### src/shared/ps2s_params.svh
`ifndef PS2S_PARAMS_SVH
`define PS2S_PARAMS_SVH

// ************************************************************
// channel count and register offsets
// ************************************************************
`define PS2S_NCH          4
`define PS2S_ADDR_STAT_A  16'h7F43
`define PS2S_ADDR_STAT_B  16'h7F47
`define PS2S_ADDR_STAT_C  16'h7F4B
`define PS2S_ADDR_STAT_D  16'h7F4F
`define PS2S_ADDR_STAT2   16'h7F48

// ************************************************************
// status bit positions and reset values
// ************************************************************
`define PS2S_B_RDY        0
`define PS2S_B_RXE        1
`define PS2S_B_PE         2
`define PS2S_B_FE         3
`define PS2S_B_TXI        4
`define PS2S_B_TXTO       5
`define PS2S_B_DAT        6
`define PS2S_B_CLK        7
`define PS2S_STAT_RST     8'h00
`define PS2S_STAT2_RST    8'h00
`define PS2S_RDATA_RST    8'h00

// ************************************************************
// parity and stop mode encodings
// ************************************************************
`define PS2S_PAR_ODD      2'h0
`define PS2S_PAR_EVEN     2'h1
`define PS2S_PAR_NONE     2'h2
`define PS2S_STOP_HIGH    2'h0
`define PS2S_STOP_LOW     2'h1
`define PS2S_STOP_NONE    2'h2

// ************************************************************
// frame edge numbers and timing
// ************************************************************
`define PS2S_EDGE_PAR     4'hA
`define PS2S_EDGE_STOP    4'hB
`define PS2S_CLK_HZ       10000000
`define PS2S_GAP_US       300
`define PS2S_FRAME_US     2000
`define PS2S_START_US     25000
`define PS2S_CYC_PER_US   (`PS2S_CLK_HZ / 1000000)
`define PS2S_GAP_CYC      (`PS2S_GAP_US * `PS2S_CYC_PER_US)
`define PS2S_FRAME_CYC    (`PS2S_FRAME_US * `PS2S_CYC_PER_US)
`define PS2S_START_CYC    (`PS2S_START_US * `PS2S_CYC_PER_US)

`endif

### src/shared/ps2s_pkg.sv
// ************************************************************
// shared types
// ************************************************************
package ps2s_pkg;

  // per-channel frame state, one-hot
  typedef enum logic [4:0] {
    ST_IDLE = 5'h01,
    ST_RX   = 5'h02,
    ST_TXW  = 5'h04,
    ST_TX   = 5'h08,
    ST_HOLD = 5'h10
  } ps2s_state_t;

  // per-channel control bits, as held outside
  typedef struct packed {
    logic       wr_clk;
    logic       wr_data;
    logic [1:0] stop_mode;
    logic [1:0] parity_mode;
    logic       auto_engine_enable;
    logic       direction_select;
  } ps2s_ctrl_t;

  // received byte tagged with its channel
  typedef struct packed {
    logic [1:0] chan;
    logic [7:0] data;
  } ps2s_rxword_t;

endpackage

### src/hdl/ps2s_buf2.sv
// ************************************************************
// small fifo with valid/ready on both sides
// ************************************************************
module ps2s_buf2 #(
  parameter int W     = 10,
  parameter int DEPTH = 2
) (
  // clock and reset
  input  wire logic         sys_clk_i,
  input  wire logic         reset_n_i,
  // fill side
  input  wire logic         in_valid_i,
  input  wire logic [W-1:0] in_data_i,
  output logic              in_ready_o,
  // drain side
  output logic              out_valid_o,
  output logic [W-1:0]      out_data_o,
  input  wire logic         out_ready_i
);

  localparam int AW = (DEPTH > 1) ? $clog2(DEPTH) : 1;

  logic [W-1:0]  mem_ff [DEPTH];  // storage words
  logic [AW-1:0] wp_ff;           // write pointer
  logic [AW-1:0] rp_ff;           // read pointer
  logic [AW:0]   cnt_ff;          // words held
  logic          push;
  logic          pop;

  // pointer step with wrap
  function automatic logic [AW-1:0] step(input logic [AW-1:0] p);
    step = (p == AW'(DEPTH - 1)) ? '0 : p + AW'(1);
  endfunction

  assign in_ready_o  = (cnt_ff != (AW+1)'(DEPTH));
  assign out_valid_o = (cnt_ff != '0);
  assign out_data_o  = mem_ff[rp_ff];
  assign push        = in_valid_i & in_ready_o;
  assign pop         = out_valid_o & out_ready_i;

  // storage write
  always_ff @(posedge sys_clk_i) begin
    if (push) begin
      mem_ff[wp_ff] <= in_data_i;
    end
  end

  // pointers and fill count
  always_ff @(posedge sys_clk_i or negedge reset_n_i) begin
    if (!reset_n_i) begin
      wp_ff  <= '0;
      rp_ff  <= '0;
      cnt_ff <= '0;
    end else begin
      if (push) begin
        wp_ff <= step(wp_ff);
      end
      if (pop) begin
        rp_ff <= step(rp_ff);
      end
      if (push && !pop) begin
        cnt_ff <= cnt_ff + (AW+1)'(1);
      end else if (pop && !push) begin
        cnt_ff <= cnt_ff - (AW+1)'(1);
      end
    end
  end

endmodule

### src/hdl/ps2s_status.sv
`include "ps2s_params.svh"
module ps2s_status #(
  parameter int NCH       = `PS2S_NCH,
  parameter int FRAME_CYC = `PS2S_FRAME_CYC,
  parameter int START_CYC = `PS2S_START_CYC
) (
  // clock and reset
  input  wire logic                          sys_clk_i,
  input  wire logic                          reset_n_i,
  // processor register port
  input  wire logic [15:0]                   addr_i,
  input  wire logic                          rd_i,
  input  wire logic                          wr_i,
  input  wire logic [7:0]                    wdata_i,
  output logic      [7:0]                    rdata_o,
  // control bits and engine strobes
  input  ps2s_pkg::ps2s_ctrl_t [NCH-1:0]     ctrl_i,
  input  wire logic [NCH-1:0]                tx_write_i,
  input  wire logic [NCH-1:0]                rx_read_i,
  // channel pins
  input  wire logic [NCH-1:0]                ps2_clk_i,
  input  wire logic [NCH-1:0]                ps2_data_i,
  output logic      [NCH-1:0]                ps2_clk_o,
  output logic      [NCH-1:0]                ps2_clk_oe_o,
  output logic      [NCH-1:0]                ps2_data_o,
  output logic      [NCH-1:0]                ps2_data_oe_o,
  // direction hold and interrupts
  output logic      [NCH-1:0]                dir_hold_o,
  output logic      [NCH-1:0]                irq_o,
  // received byte stream
  output logic                               rx_valid_o,
  output ps2s_pkg::ps2s_rxword_t             rx_word_o,
  input  wire logic                          rx_ready_i
);

  localparam int LW = $clog2(START_CYC + 1);

  // ************************************************************
  // declarations
  // ************************************************************
  logic [NCH-1:0]          clk_m_ff;    // clock pin, first stage
  logic [NCH-1:0]          clk_s_ff;    // clock pin, synced
  logic [NCH-1:0]          clk_p_ff;    // synced clock, delayed
  logic [NCH-1:0]          dat_m_ff;    // data pin, first stage
  logic [NCH-1:0]          dat_s_ff;    // data pin, synced
  ps2s_pkg::ps2s_state_t   state_ff [NCH];
  logic [3:0]              edge_ff  [NCH];  // falling edges seen
  logic [11:0]             gap_ff   [NCH];  // since last edge / hold
  logic [LW-1:0]           long_ff  [NCH];  // frame or start wait
  logic [7:0]              sr_ff    [NCH];  // data bits
  logic [NCH-1:0]          acc_ff;      // running parity
  logic [NCH-1:0]          rdy_ff;      // receive ready
  logic [NCH-1:0]          rxe_ff;      // receive error
  logic [NCH-1:0]          pe_ff;       // parity error
  logic [NCH-1:0]          fe_ff;       // framing error
  logic [NCH-1:0]          txi_ff;      // transmit idle
  logic [NCH-1:0]          txto_ff;     // transmit timeout
  logic [NCH-1:0]          late_ff;     // start clock late
  logic [NCH-1:0]          seen_ff;     // status read in hold
  logic [NCH-1:0]          htx_ff;      // hold came from transmit
  logic [NCH-1:0]          pend_ff;     // byte waiting for buffer
  logic [7:0]              byte_ff  [NCH];
  logic [NCH-1:0]          rdy_q_ff;    // edge detect copies
  logic [NCH-1:0]          rxe_q_ff;
  logic [NCH-1:0]          txi_q_ff;
  // per-channel events
  logic [NCH-1:0] fall, gap_over, long_over, start_over, stat_rd;
  logic [NCH-1:0] rx_start, rx_err, rx_good, rx_drop, pe_ev, fe_ev;
  logic [NCH-1:0] tx_go, tx_late, tx_to, tx_done, tx_abort, hold_end;
  logic [NCH-1:0] en, dir;
  logic [7:0]     stat_w [NCH];
  logic [7:0]     stat2_w;
  // buffer fill side
  logic                     buf_valid;
  logic                     buf_ready;
  ps2s_pkg::ps2s_rxword_t   buf_word;
  logic [NCH-1:0]           buf_take;

  // status address of a channel
  function automatic logic [15:0] stat_addr(input int c);
    case (c)
      0:       stat_addr = `PS2S_ADDR_STAT_A;
      1:       stat_addr = `PS2S_ADDR_STAT_B;
      2:       stat_addr = `PS2S_ADDR_STAT_C;
      default: stat_addr = `PS2S_ADDR_STAT_D;
    endcase
  endfunction

  // ************************************************************
  // pin synchronisers
  // ************************************************************
  always_ff @(posedge sys_clk_i or negedge reset_n_i) begin
    if (!reset_n_i) begin
      clk_m_ff <= '1;
      clk_s_ff <= '1;
      clk_p_ff <= '1;
      dat_m_ff <= '1;
      dat_s_ff <= '1;
    end else begin
      clk_m_ff <= ps2_clk_i;
      clk_s_ff <= clk_m_ff;
      clk_p_ff <= clk_s_ff;
      dat_m_ff <= ps2_data_i;
      dat_s_ff <= dat_m_ff;
    end
  end

  // ************************************************************
  // event decode
  // ************************************************************
  always_comb begin
    for (int c = 0; c < NCH; c++) begin
      en[c]         = ctrl_i[c].auto_engine_enable;
      dir[c]        = ctrl_i[c].direction_select;
      fall[c]       = clk_p_ff[c] & ~clk_s_ff[c];
      gap_over[c]   = (gap_ff[c] >= 12'(`PS2S_GAP_CYC));
      long_over[c]  = (32'(long_ff[c]) >= FRAME_CYC);
      start_over[c] = (32'(long_ff[c]) >= START_CYC);
      stat_rd[c]    = rd_i & (addr_i == stat_addr(c));
      // receive: parity on tenth edge
      pe_ev[c] = (state_ff[c] == ps2s_pkg::ST_RX) & en[c] & ~dir[c] & fall[c]
               & (edge_ff[c] == `PS2S_EDGE_PAR - 4'h1)
               & (ctrl_i[c].parity_mode != `PS2S_PAR_NONE)
               & ((acc_ff[c] ^ dat_s_ff[c])
                  != (ctrl_i[c].parity_mode == `PS2S_PAR_ODD));
      // receive: stop level on eleventh edge
      fe_ev[c] = (state_ff[c] == ps2s_pkg::ST_RX) & en[c] & ~dir[c] & fall[c]
               & (edge_ff[c] == `PS2S_EDGE_STOP - 4'h1)
               & (ctrl_i[c].stop_mode != `PS2S_STOP_NONE)
               & (dat_s_ff[c]
                  != (ctrl_i[c].stop_mode == `PS2S_STOP_HIGH));
      rx_err[c] = pe_ev[c] | fe_ev[c]
                | ((state_ff[c] == ps2s_pkg::ST_RX) & en[c] & (gap_over[c]
                   | (long_over[c] & (edge_ff[c] < `PS2S_EDGE_PAR))));
      rx_good[c] = (state_ff[c] == ps2s_pkg::ST_RX) & ~rx_err[c]
                 & ((en[c] & ~dir[c] & fall[c]
                     & (edge_ff[c] == `PS2S_EDGE_STOP - 4'h1))
                    | (~en[c] & (edge_ff[c] >= `PS2S_EDGE_PAR)));
      rx_drop[c] = (state_ff[c] == ps2s_pkg::ST_RX) & ~rx_err[c]
                 & ~rx_good[c] & (~en[c] | dir[c]);
      rx_start[c] = (state_ff[c] == ps2s_pkg::ST_IDLE) & en[c] & ~dir[c]
                  & fall[c] & ~rdy_ff[c] & ~pend_ff[c];
      // transmit
      tx_go[c] = (state_ff[c] == ps2s_pkg::ST_IDLE) & en[c] & dir[c]
               & tx_write_i[c] & ~rdy_ff[c] & ~pend_ff[c];
      tx_late[c] = (state_ff[c] == ps2s_pkg::ST_TXW) & en[c] & dir[c]
                 & start_over[c];
      tx_to[c] = tx_late[c]
               | ((state_ff[c] == ps2s_pkg::ST_TX) & en[c] & dir[c]
                  & (gap_over[c]
                     | (long_over[c] & (edge_ff[c] < `PS2S_EDGE_PAR))));
      tx_done[c] = (state_ff[c] == ps2s_pkg::ST_TX) & fall[c]
                 & (edge_ff[c] == `PS2S_EDGE_STOP - 4'h1);
      tx_abort[c] = ((state_ff[c] == ps2s_pkg::ST_TXW)
                     | (state_ff[c] == ps2s_pkg::ST_TX)) & ~(en[c] & dir[c]);
      hold_end[c] = (state_ff[c] == ps2s_pkg::ST_HOLD) & gap_over[c]
                  & (seen_ff[c] | stat_rd[c]);
    end
  end

  // ************************************************************
  // frame engine and interval counters
  // ************************************************************
  always_ff @(posedge sys_clk_i or negedge reset_n_i) begin
    if (!reset_n_i) begin
      for (int c = 0; c < NCH; c++) begin
        state_ff[c] <= ps2s_pkg::ST_IDLE;
        edge_ff[c]  <= 4'h0;
        gap_ff[c]   <= 12'h000;
        long_ff[c]  <= '0;
        sr_ff[c]    <= 8'h00;
      end
      acc_ff <= '0;
    end else begin
      for (int c = 0; c < NCH; c++) begin
        // counters free-run, saturating
        if (!gap_over[c]) begin
          gap_ff[c] <= gap_ff[c] + 12'h001;
        end
        if (!start_over[c]) begin
          long_ff[c] <= long_ff[c] + LW'(1);
        end
        case (state_ff[c])
          ps2s_pkg::ST_IDLE: begin
            if (rx_start[c]) begin
              state_ff[c] <= ps2s_pkg::ST_RX;
              edge_ff[c]  <= 4'h1;
              gap_ff[c]   <= 12'h000;
              long_ff[c]  <= '0;
              acc_ff[c]   <= 1'b0;
            end else if (tx_go[c]) begin
              state_ff[c] <= ps2s_pkg::ST_TXW;
              long_ff[c]  <= '0;
            end
          end
          ps2s_pkg::ST_RX: begin
            if (rx_err[c]) begin
              state_ff[c] <= ps2s_pkg::ST_HOLD;
              gap_ff[c]   <= 12'h000;
            end else if (rx_good[c] || rx_drop[c]) begin
              state_ff[c] <= ps2s_pkg::ST_IDLE;
            end else if (fall[c]) begin
              edge_ff[c] <= edge_ff[c] + 4'h1;
              gap_ff[c]  <= 12'h000;
              // data bits arrive on edges two to nine
              if (edge_ff[c] >= 4'h1 && edge_ff[c] <= 4'h8) begin
                sr_ff[c]  <= {dat_s_ff[c], sr_ff[c][7:1]};
                acc_ff[c] <= acc_ff[c] ^ dat_s_ff[c];
              end
            end
          end
          ps2s_pkg::ST_TXW: begin
            if (tx_abort[c]) begin
              state_ff[c] <= ps2s_pkg::ST_IDLE;
            end else if (tx_to[c]) begin
              state_ff[c] <= ps2s_pkg::ST_HOLD;
              gap_ff[c]   <= 12'h000;
            end else if (fall[c]) begin
              state_ff[c] <= ps2s_pkg::ST_TX;
              edge_ff[c]  <= 4'h1;
              gap_ff[c]   <= 12'h000;
              long_ff[c]  <= '0;
            end
          end
          ps2s_pkg::ST_TX: begin
            if (tx_abort[c] || tx_done[c]) begin
              state_ff[c] <= ps2s_pkg::ST_IDLE;
            end else if (tx_to[c]) begin
              state_ff[c] <= ps2s_pkg::ST_HOLD;
              gap_ff[c]   <= 12'h000;
            end else if (fall[c]) begin
              edge_ff[c] <= edge_ff[c] + 4'h1;
              gap_ff[c]  <= 12'h000;
            end
          end
          ps2s_pkg::ST_HOLD: begin
            if (hold_end[c]) begin
              state_ff[c] <= ps2s_pkg::ST_IDLE;
            end
          end
          default: begin
            state_ff[c] <= ps2s_pkg::ST_IDLE;
          end
        endcase
      end
    end
  end

  // ************************************************************
  // status flags, set wins over clear except seen_ff, where the clear wins
  // ************************************************************
  always_ff @(posedge sys_clk_i or negedge reset_n_i) begin
    if (!reset_n_i) begin
      rdy_ff  <= '0;
      rxe_ff  <= '0;
      pe_ff   <= '0;
      fe_ff   <= '0;
      txi_ff  <= '0;
      txto_ff <= '0;
      late_ff <= '0;
      seen_ff <= '0;
      htx_ff  <= '0;
    end else begin
      for (int c = 0; c < NCH; c++) begin
        // clears from reads and writes
        if (rx_read_i[c]) rdy_ff[c] <= 1'b0;
        if (stat_rd[c]) begin
          rxe_ff[c]  <= 1'b0;
          pe_ff[c]   <= 1'b0;
          fe_ff[c]   <= 1'b0;
          txto_ff[c] <= 1'b0;
          seen_ff[c] <= 1'b1;
        end
        if (wr_i && addr_i == `PS2S_ADDR_STAT2 && wdata_i[2*c+1]) begin
          late_ff[c] <= 1'b0;
        end
        if (tx_go[c]) txi_ff[c] <= 1'b0;
        if (hold_end[c]) htx_ff[c] <= 1'b0;
        // sets
        if (rx_good[c]) rdy_ff[c] <= 1'b1;
        if (rx_err[c]) rxe_ff[c] <= 1'b1;
        if (pe_ev[c]) pe_ff[c] <= 1'b1;
        if (fe_ev[c]) fe_ff[c] <= 1'b1;
        if (tx_to[c]) begin
          txto_ff[c] <= 1'b1;
          htx_ff[c]  <= 1'b1;
        end
        if (tx_late[c]) late_ff[c] <= 1'b1;
        if (rx_err[c] || tx_to[c]) seen_ff[c] <= 1'b0;
        // idle returns on end, timeout, or engine off or set to receive
        if (tx_done[c] || tx_to[c] || tx_abort[c]
            || (state_ff[c] == ps2s_pkg::ST_IDLE && !(en[c] && dir[c]))) begin
          txi_ff[c] <= 1'b1;
        end
      end
    end
  end

  // ************************************************************
  // received bytes into the shared buffer
  // ************************************************************
  always_comb begin
    buf_take = '0;
    buf_word = '0;
    for (int c = NCH - 1; c >= 0; c--) begin
      if (pend_ff[c]) begin
        buf_take      = '0;
        buf_take[c]   = buf_ready;
        buf_word.chan = 2'(c);
        buf_word.data = byte_ff[c];
      end
    end
    buf_valid = |pend_ff;
  end

  always_ff @(posedge sys_clk_i or negedge reset_n_i) begin
    if (!reset_n_i) begin
      pend_ff <= '0;
      for (int c = 0; c < NCH; c++) begin
        byte_ff[c] <= 8'h00;
      end
    end else begin
      for (int c = 0; c < NCH; c++) begin
        if (buf_take[c]) pend_ff[c] <= 1'b0;
        if (rx_good[c]) begin
          pend_ff[c] <= 1'b1;
          byte_ff[c] <= sr_ff[c];
        end
      end
    end
  end

  ps2s_buf2 #(
    .W     (10),
    .DEPTH (2)
  ) u_buf (
    .sys_clk_i   (sys_clk_i),
    .reset_n_i   (reset_n_i),
    .in_valid_i  (buf_valid),
    .in_data_i   (buf_word),
    .in_ready_o  (buf_ready),
    .out_valid_o (rx_valid_o),
    .out_data_o  (rx_word_o),
    .out_ready_i (rx_ready_i)
  );

  // ************************************************************
  // pin drive: hold-off, ready inhibit, bit-bang
  // ************************************************************
  always_ff @(posedge sys_clk_i or negedge reset_n_i) begin
    if (!reset_n_i) begin
      ps2_clk_o     <= '0;
      ps2_data_o    <= '0;
      ps2_clk_oe_o  <= '0;
      ps2_data_oe_o <= '0;
      dir_hold_o    <= '0;
    end else begin
      ps2_clk_o  <= '0;
      ps2_data_o <= '0;
      for (int c = 0; c < NCH; c++) begin
        ps2_clk_oe_o[c] <= (state_ff[c] == ps2s_pkg::ST_HOLD)
                         | (en[c] & (rdy_ff[c] | pend_ff[c]))
                         | (~en[c] & ~ctrl_i[c].wr_clk
                            & ~rdy_ff[c] & (state_ff[c] != ps2s_pkg::ST_HOLD));
        ps2_data_oe_o[c] <= ~en[c] & ~ctrl_i[c].wr_data
                          & ~rdy_ff[c] & (state_ff[c] != ps2s_pkg::ST_HOLD);
        dir_hold_o[c] <= htx_ff[c] | tx_to[c];
      end
    end
  end

  // ************************************************************
  // interrupts on rising ready, receive error and transmit idle flags and bit-bang clock falls
  // ************************************************************
  always_ff @(posedge sys_clk_i or negedge reset_n_i) begin
    if (!reset_n_i) begin
      rdy_q_ff <= '0;
      rxe_q_ff <= '0;
      txi_q_ff <= '0;
      irq_o    <= '0;
    end else begin
      rdy_q_ff <= rdy_ff;
      rxe_q_ff <= rxe_ff;
      txi_q_ff <= txi_ff;
      irq_o <= (rdy_ff & ~rdy_q_ff) | (rxe_ff & ~rxe_q_ff)
             | (txi_ff & ~txi_q_ff)
             | (~en & fall & ~ps2_clk_oe_o);
    end
  end

  // ************************************************************
  // status register images and read port
  // ************************************************************
  always_comb begin
    stat2_w = `PS2S_STAT2_RST;
    for (int c = 0; c < NCH; c++) begin
      stat_w[c]                = `PS2S_STAT_RST;
      stat_w[c][`PS2S_B_RDY]   = rdy_ff[c];
      stat_w[c][`PS2S_B_RXE]   = rxe_ff[c];
      stat_w[c][`PS2S_B_PE]    = pe_ff[c];
      stat_w[c][`PS2S_B_FE]    = fe_ff[c];
      stat_w[c][`PS2S_B_TXI]   = txi_ff[c];
      stat_w[c][`PS2S_B_TXTO]  = txto_ff[c];
      stat_w[c][`PS2S_B_DAT]   = dat_s_ff[c];
      stat_w[c][`PS2S_B_CLK]   = clk_s_ff[c];
      stat2_w[2*c]             = (state_ff[c] == ps2s_pkg::ST_RX);
      stat2_w[2*c+1]           = late_ff[c];
    end
  end

  always_ff @(posedge sys_clk_i or negedge reset_n_i) begin
    if (!reset_n_i) begin
      rdata_o <= `PS2S_RDATA_RST;
    end else if (rd_i) begin
      rdata_o <= 8'h00;  // unmapped reads give zero
      if (addr_i == `PS2S_ADDR_STAT2) begin
        rdata_o <= stat2_w;
      end
      for (int c = 0; c < NCH; c++) begin
        if (stat_rd[c]) rdata_o <= stat_w[c];
      end
    end
  end

endmodule

### config.mk
export PLATFORM = sky130hd
export DESIGN_NAME = ps2s_status
export DESIGN_NICKNAME = d
export VERILOG_FILES = /design/src/shared/ps2s_pkg.sv /design/src/hdl/ps2s_buf2.sv /design/src/hdl/ps2s_status.sv
export VERILOG_INCLUDE_DIRS = /design/src /design/src/shared
export SDC_FILE = /design/constraint.sdc
export NUM_CORES = 1
export LEC_CHECK = 0
export BUFFER_PORTS_ARGS = -buffer_cell sky130_fd_sc_hd__buf_2
export CAP_MARGIN = 20
export CORE_MARGIN = 2
export CORE_UTILIZATION = 65
export CTS_BUF_LIST = sky130_fd_sc_hd__clkbuf_8
export DETAILED_ROUTE_END_ITERATION = 6
export HOLD_SLACK_MARGIN = 0.12
export PLACE_DENSITY_LB_ADDON = 0.12
export SLEW_MARGIN = 20
export SYNTH_ARGS = -nofsm -noshare
export SYNTH_HDL_FRONTEND = slang
export SYNTH_SLANG_ARGS = --single-unit
### constraint.sdc
create_clock -name sys_clk_i -period 6 [get_ports sys_clk_i]
set_clock_uncertainty 0.15 [all_clocks]
set_input_delay 1.2 -clock sys_clk_i [delete_from_list [all_inputs] [get_ports sys_clk_i]]
set_output_delay 1.2 -clock sys_clk_i [all_outputs]
set_load 0.03 [all_outputs]
==> results_dict.tcl, run 1 <==
set metrics [dict create \
    detail-route-antenna-nets 0 \
    cts_setup_buffers 0 \
    detail_route.vias_per_cell 6.02 \
    cts_buffers 55 \
    post_cts_resized 0 \
    die-area_sq_um 27700 \
    io_buffers 107 \
    synth_top_area_cell "sky130_fd_sc_hd__dfrtp_1" \
    postLayoutCellArea_sq_um 19300 \
    synth.yosys.seq_area_share_pct 51.0 \
    finish.net_count 1935 \
    global_route.overflow_total 0 \
    finalSetupViolations 0 \
    fin_worst_hold_slack_ns 0.206 \
    fin_setup_tns_ns 0 \
    first_global_vias 13100 \
    grt_use_total_pct 28.5 \
    power.density_cell_area_nw_per_um2 334 \
    fin_crit_ns 3.70 \
    cts_tree "done" \
    clkLatencyLatePin_ns 0.58 \
    synth_area_leaders "sky130_fd_sc_hd__dfrtp_1 44%, sky130_fd_sc_hd__mux2_2 5.3%, sky130_fd_sc_hd__nor2_1 4.8%" \
    syn-cell-area_sq_um 17100 \
    finalCritPeriodShare_pct 61.7 \
    rows 59 \
    rsz0062_at_grt "false" \
    area_growth_from_synthesis_to_layout_pct 12.7 \
    critical_path.startpoint_type "input pin" \
    run_status "completed" \
    synthArstFlopShare_pct 94.2 \
    critical_path_arrival_ns 4.02 \
    hold_violations 0 \
    cts_htree_levels 2 \
    dp.final_hpwl_um 27800 \
    die_width_um 166 \
    hold_path.class "reg -> reg" \
    post_synth.cell_area_avg_sq_um 10.1 \
    timing.critical_path.required_ns 6.31 \
    fp.coreArea_sq_um 26000 \
    vdd_drop_max_uv 308 \
    route.final.wire_length_um 38800 \
    firstDrtPassIters 5 \
    ff_to_ff_setup_slack_ns 2.61 \
    maxSlewHeadroom_pct 38.8 \
    route.vias.total 13300 \
    synth_top_area_share_pct 43.9 \
    floorplan.initialDensity_pct 65.9 \
    synth_common_cells "300 x sky130_fd_sc_hd__dfrtp_1, 221 x sky130_fd_sc_hd__nor2_1, 145 x sky130_fd_sc_hd__nand2_1, 94 x sky130_fd_sc_hd__o21ai_0, 80 x sky130_fd_sc_hd__mux2_2" \
    static-leakage-power_uw 0.00898 \
    grt_start_max_net_pins 116 \
    layout.filler_cells 1878 \
    gp_congestion 0.926 \
    post_route_cells_drive_above_1_share_pct 18.8 \
    tightest_slew_ns 0.918 \
    clk_pin_slew_ns 0.06 \
    max_cap_violations 0 \
    grt_pass1_wl_um 65100 \
    drt_iter0_drc 1104 \
    clock-sinks 344 \
    detail_route.wl_per_cell_um 17.6 \
    cts_buffer_depth 3 \
    route.detailed.drc 0 \
    synth_enable_flop_cells 20 \
    critical_path_class "in -> reg" \
    yosysMostFrequentCell "sky130_fd_sc_hd__dfrtp_1" \
    ys.flop_type "sky130_fd_sc_hd__dfrtp_1" \
    antenna_found_initial 3 \
    dpl-instance-area_sq_um 17900 \
    clockRootBuffer "sky130_fd_sc_hd__clkbuf_8" \
    synth.distinct_cells 87 \
    cells_after_synth 1698 \
    floorplan.die.height_um 166 \
    max_freq_mhz 270 \
    timing.final.max_slew_violations 0 \
    worst_setup_path_end_kind "flip-flop" \
    number_of_buffers_added_to_fix_hold_violations_after_cts 0 \
    path_max_fanout 11 \
    ys_ff_latch 344 \
    yosysWarnings 0 \
    floorplan.io_pins 120 \
]
placed cells by master, fill, tap and decap left out, types with 39 or more instances in the layout:
| cell type | count |
|---|---|
| sky130_fd_sc_hd__dfrtp_1 | 300 |
| sky130_fd_sc_hd__nor2_1 | 219 |
| sky130_fd_sc_hd__nand2_1 | 145 |
| sky130_fd_sc_hd__buf_2 | 106 |
| sky130_fd_sc_hd__o21ai_0 | 94 |
| sky130_fd_sc_hd__mux2_2 | 80 |
| sky130_fd_sc_hd__inv_1 | 67 |
| sky130_fd_sc_hd__clkbuf_8 | 67 |
| sky130_fd_sc_hd__xor2_1 | 59 |
| sky130_fd_sc_hd__xnor2_1 | 56 |
| sky130_fd_sc_hd__a21oi_1 | 47 |
| sky130_fd_sc_hd__nand4_1 | 43 |
| sky130_fd_sc_hd__nor3_1 | 40 |
| sky130_fd_sc_hd__nand3_1 | 39 |
state kept, by name, indices dropped and copies added (netlist names), 8 cells and up:
name and count:
byte_ff 32, edge_ff 16, gap_ff 48, long_ff 72
rdata_o 8, sr_ff 32, state_ff 20, u_buf.mem_ff 20
layer usage:
metal	vias to the layer above	routed length [um]	track usage, %	part of all wire [%]
li1	6292	-	-	-
met1	6478	17200	40.8	44
met2	442	18200	45.2	47
met3	70	2470	4.74	6.4
met4	2	914	9.03	2.4
met5	-	13	0	0.033
through the flow:
| step | setup slack [ns] | utilization [%] | total power [uW] | std cells |
|---|---|---|---|---|
| 6_report | 2.30 | 74.2 | 6440 | 2207 |
| 3_3_place_gp | 1.80 | 69.1 | 4070 | 2102 |
| 5_1_grt | 2.05 | 74.2 | 6800 | 2206 |
| 3_5_place_dp | 1.73 | 69.1 | 4120 | 2102 |
| 2_1_floorplan | 2.64 | - | 3740 | 1705 |
| 4_1_cts | 2.35 | 74.2 | 6480 | 2205 |
kinds of logic after synthesis:
| group | after synthesis | share of synthesized area, % |
|---|---|---|
| other | 1 | 0.0219 |
| flip-flops | 344 | 51.0 |
| XOR/XNOR | 115 | 5.88 |
| buffers and inverters | 116 | 2.83 |
| adder cells (fa/ha/maj) | 33 | 2.41 |
| AND/OR/NAND/NOR | 695 | 20.2 |
| multiplexers | 86 | 5.61 |
| AO/OA/AOI/OAI | 308 | 12.0 |
worst max-delay path, cell delays in order:
cell and delay (ns):
sky130_fd_sc_hd__buf_2 0.09, sky130_fd_sc_hd__or4b_1 0.64, sky130_fd_sc_hd__nor4_2 0.74, sky130_fd_sc_hd__and3b_1 0.43, sky130_fd_sc_hd__nor2_1 0.12, sky130_fd_sc_hd__o21ai_0 0.25, sky130_fd_sc_hd__nand4_1 0.21, sky130_fd_sc_hd__mux2_2 0.33
report_power, final:
group	total [uW]	switching [uW]	leakage, uW	internal (uW)
Clock	2330	928	0.000710	1410
Combinational	1310	833	0.00377	476
Sequential	2790	233	0.00450	2560
Total	6440	1990	0.00898	4440
layout make-up:
cell class,count,area (sq um),area share (%)
clock buffer,67,922,4.78
tap,335,419,2.17
clock inverter,36,399,2.07
sequential,344,8740,45.3
antenna,1,2.50,0.0130
timing repair buffer,118,641,3.32
inverter,61,229,1.19
multi-input combinational,1245,7940,41.2
final timing paths:
kind / start / to / cells past startpoint
setup reg to reg: long_ff[24] / byte_ff[13] / 7
max in group asynchronous: reset_n_i / late_ff[2] / 2
min in group asynchronous: reset_n_i / long_ff[14] / 1
setup / recovery: addr_i[5] / state_ff[13] / 8
hold / removal: dat_m_ff[3] / dat_s_ff[3] / 0
hold reg to reg: dat_m_ff[3] / dat_s_ff[3] / 0
No activity file was read; power rests on OpenSTA's default activity.
==> inputs of run 2 (changes only) <==
--- a/config.mk
+++ b/config.mk
@@ -9,7 +9,7 @@
 export BUFFER_PORTS_ARGS = -buffer_cell sky130_fd_sc_hd__buf_2
 export CAP_MARGIN = 20
 export CORE_MARGIN = 2
-export CORE_UTILIZATION = 65
+export CORE_UTILIZATION = 57
 export CTS_BUF_LIST = sky130_fd_sc_hd__clkbuf_8
 export DETAILED_ROUTE_END_ITERATION = 6
 export HOLD_SLACK_MARGIN = 0.12
==> constraint.sdc (replaced) <==
create_clock -name sys_clk_i -period 3.1 [get_ports sys_clk_i]
set_clock_uncertainty 0.15 [all_clocks]
set_input_delay 0.62 -clock sys_clk_i [delete_from_list [all_inputs] [get_ports sys_clk_i]]
set_output_delay 0.62 -clock sys_clk_i [all_outputs]
set_load 0.03 [all_outputs]
==> results_dict.tcl, run 2 (synthesis results as in run 1) <==
set metrics [dict create \
    fp.coreArea_sq_um 29600 \
    first_global_vias 13200 \
    finish.utilization_pct 66.8 \
    cts_tree "done" \
    fin_crit_ns 2.83 \
    run_status "completed" \
    detail_route.wl_per_cell_um 17.2 \
    maxSlewHeadroom_pct 49.9 \
    timing.final.max_slew_violations 0 \
    rows 63 \
    finalCritPeriodShare_pct 91.4 \
    die_width_um 177 \
    path_max_fanout 8 \
    vdd_drop_max_uv 499 \
    finalSetupViolations 0 \
    dp.cells 2217 \
    detail_route.vias_per_cell 5.74 \
    power.density_cell_area_nw_per_um2 602 \
    post_cts_resized 0 \
    layout.cells.non_filler 2342 \
    clkLatencyLatePin_ns 0.59 \
    clock-sinks 344 \
    critical_path_arrival_ns 3.15 \
    gp_congestion 0.949 \
    critical_path_class "reg -> reg" \
    hold_path.class "in -> reg" \
    number_of_buffers_added_to_fix_hold_violations_after_cts 19 \
    most-common-layout-cells "300 x sky130_fd_sc_hd__dfrtp_1, 220 x sky130_fd_sc_hd__nor2_1, 145 x sky130_fd_sc_hd__nand2_1, 106 x sky130_fd_sc_hd__buf_2, 94 x sky130_fd_sc_hd__o21ai_0" \
    gr-usage-met1_pct 36.3 \
    use_met2_pct 41.2 \
    worst_setup_path_end_kind "flip-flop" \
    floorplan.io_pins 120 \
    largest_register_ffs 72 \
    grt_start_max_net_pins 65 \
    max_cap_violations 0 \
    finish.net_count 2014 \
    max_flop_register "long_ff" \
    tightest_slew_ns 0.749 \
    max_freq_mhz 353 \
    antenna_found_initial 2 \
    route.final.wire_length_um 40300 \
    top_regs "long_ff: 72 flops, gap_ff: 48 flops" \
    drt_iter0_drc 845 \
    grt_pass1_wl_um 66200 \
    timing.critical_path.required_ns 3.42 \
    clockRootBuffer "sky130_fd_sc_hd__clkbuf_8" \
    cts_buffer_depth 3 \
    io_buffers 107 \
    grt_use_total_pct 26.2 \
    fin_setup_tns_ns 0 \
    grt-busiest-layer "met2" \
    grt_util_met3_pct 5.85 \
    critical_path.startpoint_type "flip-flop" \
    rsz0062_at_grt "false" \
    dp.final_hpwl_um 29200 \
    post_route_cells_drive_above_1_share_pct 20.3 \
    route.detailed.drc 0 \
    firstDrtPassIters 5 \
    area_growth_from_synthesis_to_layout_pct 15.7 \
    floorplan.initialDensity_pct 57.8 \
    floorplan.die.height_um 177 \
    global_route.overflow_total 0 \
    hold_violations 0 \
    final_critical_path_setup_slack_ns 0.268 \
    detail-route-antenna-nets 0 \
    cts_htree_levels 2 \
    clk_pin_slew_ns 0.06 \
    die-area_sq_um 31400 \
    static-leakage-power_uw 0.00932 \
    cts_setup_buffers 0 \
    route.vias.total 13400 \
    cts_buffers 56 \
    mostFrequentLayoutCell "sky130_fd_sc_hd__dfrtp_1" \
    pre_cts_slack_ns 0.0657 \
    antenna_cells_inserted 0 \
]
run 2: through the flow:
step / total power (uW) / hold slack, ns / cell area (sq um)
after CTS: 12000 / 0.125 / 19800
final: 11900 / 0.159 / 19800
after global placement: 8080 / 0.196 / 18500
after floorplan: 7240 / 0.174 / 17100
after detailed placement: 8160 / 0.197 / 18500
after global routing: 12600 / 0.166 / 19800
run 2: per-layer routing:
layer  vias up  part of all wire [%]  wire (um)
met5         -                 0.060         24
met4         4                   2.8       1110
met3        81                   6.6       2680
met2       357                    46      18400
met1      6556                    45      18000
li1       6444                     -          -
run 2: layout make-up:
type | instances | area, sq um
clock buffers | 66 | 908
clock inverters | 40 | 199
fillers | 2460 | 9830
inverters | 61 | 229
multi-input cells | 1245 | 7930
flip-flops and latches | 344 | 8740
well taps | 390 | 488
repair buffers | 196 | 1310
run 2: final timing paths:
kind | startpoint | end | slack, ns | cells past startpoint
worst max-delay path | dat_s_ff[0] | sr_ff[24] | 0.27 | 8
worst min-delay path | ctrl_i[31] | ps2_clk_oe_o[3] | 0.16 | 2
worst max register to register | dat_s_ff[0] | sr_ff[24] | 0.27 | 8
worst min register to register | dat_m_ff[3] | dat_s_ff[3] | 0.20 | 0
max in group asynchronous | reset_n_i | clk_p_ff[3] | 1.60 | 3
min in group asynchronous | reset_n_i | long_ff[17] | 0.42 | 2
run 2: power by group:
group | internal (uW) | switching [uW]
sequential | 4950 | 459
clock | 2020 | 1790
combinational | 1060 | 1650
run 2: critical path, stage by stage, from the launching register on:
cell	delay, ns
sky130_fd_sc_hd__dfstp_2	0.66
sky130_fd_sc_hd__xnor2_1	0.15
sky130_fd_sc_hd__mux2_2	0.40
sky130_fd_sc_hd__a21oi_1	0.28
sky130_fd_sc_hd__o21ai_0	0.12
sky130_fd_sc_hd__a21oi_1	0.36
sky130_fd_sc_hd__nand4_2	0.13
sky130_fd_sc_hd__buf_4	0.20
sky130_fd_sc_hd__mux2_2	0.27
==> inputs of run 3 (changes only) <==
==> constraint.sdc (replaced) <==
create_clock -name sys_clk_i -period 2.4 [get_ports sys_clk_i]
set_clock_uncertainty 0.15 [all_clocks]
set_input_delay 0.48 -clock sys_clk_i [delete_from_list [all_inputs] [get_ports sys_clk_i]]
set_output_delay 0.48 -clock sys_clk_i [all_outputs]
set_load 0.03 [all_outputs]
==> results_dict.tcl, run 3 (synthesis results as in run 1) <==
set metrics [dict create \
    clkLatencyLatePin_ns 0.61 \
    cts_htree_levels 2 \
    fin_setup_tns_ns -10.60 \
    detail_route.vias_per_cell 5.76 \
    clockRootBuffer "sky130_fd_sc_hd__clkbuf_8" \
    tightest_slew_ns 0.911 \
    power.total_uw 18600 \
    fp.coreArea_sq_um 29600 \
    power.density_cell_area_nw_per_um2 763 \
    path_max_fanout 6 \
    route.detailed.drc 0 \
    route.final.wire_length_um 50800 \
    worst_setup_path_end_kind "flip-flop" \
    area_growth_from_synthesis_to_layout_pct 42.6 \
    first_global_vias 15100 \
    clock-sinks 344 \
    firstDrtPassIters 6 \
    finalSetupViolations 136 \
    floorplan.initialDensity_pct 57.8 \
    global_route.overflow_total 0 \
    timing.critical_path.required_ns 2.75 \
    critical_path.startpoint_type "flip-flop" \
    max_flop_register "long_ff" \
    max_freq_mhz 385 \
    rsz0062_at_grt "true" \
    worst_path_cell_trace "or3_4, buf_6, or3_4, o32ai_4, o32ai_2, a21oi_2, buf_6, nor2_1" \
    slowest_delay_ns 0.41 \
    timing.final.max_slew_violations 0 \
    antenna_found_initial 1 \
    maxSlewHeadroom_pct 38.5 \
    top_regs "long_ff: 72 flops, gap_ff: 48 flops" \
    detail_route.wl_per_cell_um 19.0 \
    route.vias.total 15400 \
    grt_start_max_net_pins 57 \
    most-common-layout-cells "301 x sky130_fd_sc_hd__buf_4, 297 x sky130_fd_sc_hd__dfrtp_1, 153 x sky130_fd_sc_hd__nor2_1, 138 x sky130_fd_sc_hd__nand2_1, 107 x sky130_fd_sc_hd__buf_2" \
    clk_pin_slew_ns 0.07 \
    mostFrequentLayoutCell "sky130_fd_sc_hd__buf_4" \
    hold_violations 0 \
    die-area_sq_um 31400 \
    floorplan.die.height_um 177 \
    run_status "finished, violations left" \
    cts_tree "done" \
    gp_congestion 0.952 \
    critical_path_class "reg -> reg" \
    post_route_cells_drive_above_1_share_pct 40.0 \
    drt_iter0_drc 1304 \
    cts_buffer_depth 3 \
    max_cap_violations 0 \
    grt_pass1_wl_um 76100 \
    vdd_drop_max_uv 506 \
    finalCritPeriodShare_pct 108 \
    detail-route-antenna-nets 0 \
    layout.filler_cells 1725 \
    failed_checks "negative setup slack" \
    hold_path.class "in -> reg" \
    largest_register_ffs 72 \
    finish.utilization_pct 82.4 \
    critical_path_arrival_ns 2.95 \
    die_width_um 177 \
    area.sequential_sq_um 8740 \
    dp.final_hpwl_um 32300 \
    io_buffers 107 \
    critPathSlowestCell "sky130_fd_sc_hd__o32ai_4" \
    finish.net_count 2337 \
    cts_buffers 57 \
    fin_crit_ns 2.60 \
    static-leakage-power_uw 0.0114 \
    grt_use_total_pct 30.5 \
    rows 63 \
    floorplan.io_pins 120 \
    final_critical_path_setup_slack_ns -0.200 \
    multiInputGateArea_sq_um 9420 \
]
==> run 3: cell count changes in the layout (fill, tap and decap cells not counted), moves of 16 or more <==
cell	before	now
sky130_fd_sc_hd__nor2_2	2	30
sky130_fd_sc_hd__mux2_4	0	36
sky130_fd_sc_hd__buf_4	66	301
sky130_fd_sc_hd__nor2_1	220	153
sky130_fd_sc_hd__buf_6	0	50
sky130_fd_sc_hd__o21ai_0	94	69
sky130_fd_sc_hd__nor2_4	0	39
sky130_fd_sc_hd__dlygate4sd3_1	19	35
sky130_fd_sc_hd__mux2_2	80	44
==> run 3: path summary, 6_finish.rpt <==
check | start | to | slack [ns] | cells after the start
setup reg to reg | state_ff[5] | gap_ff[14] | -0.20 | 8
min in group asynchronous | reset_n_i | long_ff[11] | 0.23 | 2
hold reg to reg | clk_m_ff[1] | clk_s_ff[1] | 0.19 | 0
hold / removal | ctrl_i[9] | ps2_clk_oe_o[1] | 0.14 | 4
setup / recovery | state_ff[5] | gap_ff[14] | -0.20 | 8
max in group asynchronous | reset_n_i | clk_s_ff[2] | 1.12 | 3
==> run 3: cell type report <==
type	instances	share of cell area [%]
multi-input cells	1247	38.6
flip-flops and latches	344	35.8
repair buffers	516	17.2
clock buffers	80	4.51
well taps	390	2.00
clock inverters	28	0.963
inverters	61	0.938
diodes	1	0.0102
==> run 3: routing by layer <==
layer / up-vias / part of all wire (%) / GRT usage (%)
met5: - / 0.022 / 0
met4: 2 / 3.5 / 12.0
met3: 127 / 6.2 / 4.71
met2: 549 / 50 / 50.8
met1: 7593 / 41 / 40.4
li1: 7095 / - / -
==> run 3: stage by stage <==
step / instance area, sq um / hold WS (ns) / cells / setup WS, ns
CTS: 23200 / 0.123 / 2626 / -0.151
finish: 24400 / 0.140 / 2667 / -0.200
global placement: 20300 / 0.196 / 2425 / -0.233
floorplan: 17300 / 0.0344 / 1705 / -0.0690
global route: 24400 / 0.163 / 2666 / -0.264
detailed placement: 20300 / 0.198 / 2425 / -0.315
==> run 3: worst max-delay path: cells and delay by family, from the launching register on <==
family | cells | cell delay (ns)
simple gates | 3 | 0.80
buf+inv | 2 | 0.33
compound gates | 3 | 0.83
flops | 1 | 0.37
==> run 3: report_power, final <==
part | leakage (uW) | total, uW | switching (uW) | internal (uW)
logic | 0.00615 | 5820 | 3110 | 2710
clock network | 0.000740 | 5850 | 2450 | 3400
registers | 0.00450 | 6970 | 571 | 6400
total | 0.0114 | 18600 | 6140 | 12500
==> run 3: timing repair <==
action | in CTS | in global routing
endpoints found under the hold margin | 331 | 0
resized for setup | 179 | 217
buffers inserted | 50 | 44
cloned | 10 | 3
endpoints found under the setup margin | 175 | 196
pin swaps | 92 | 89
hold buffers | 35 | 0
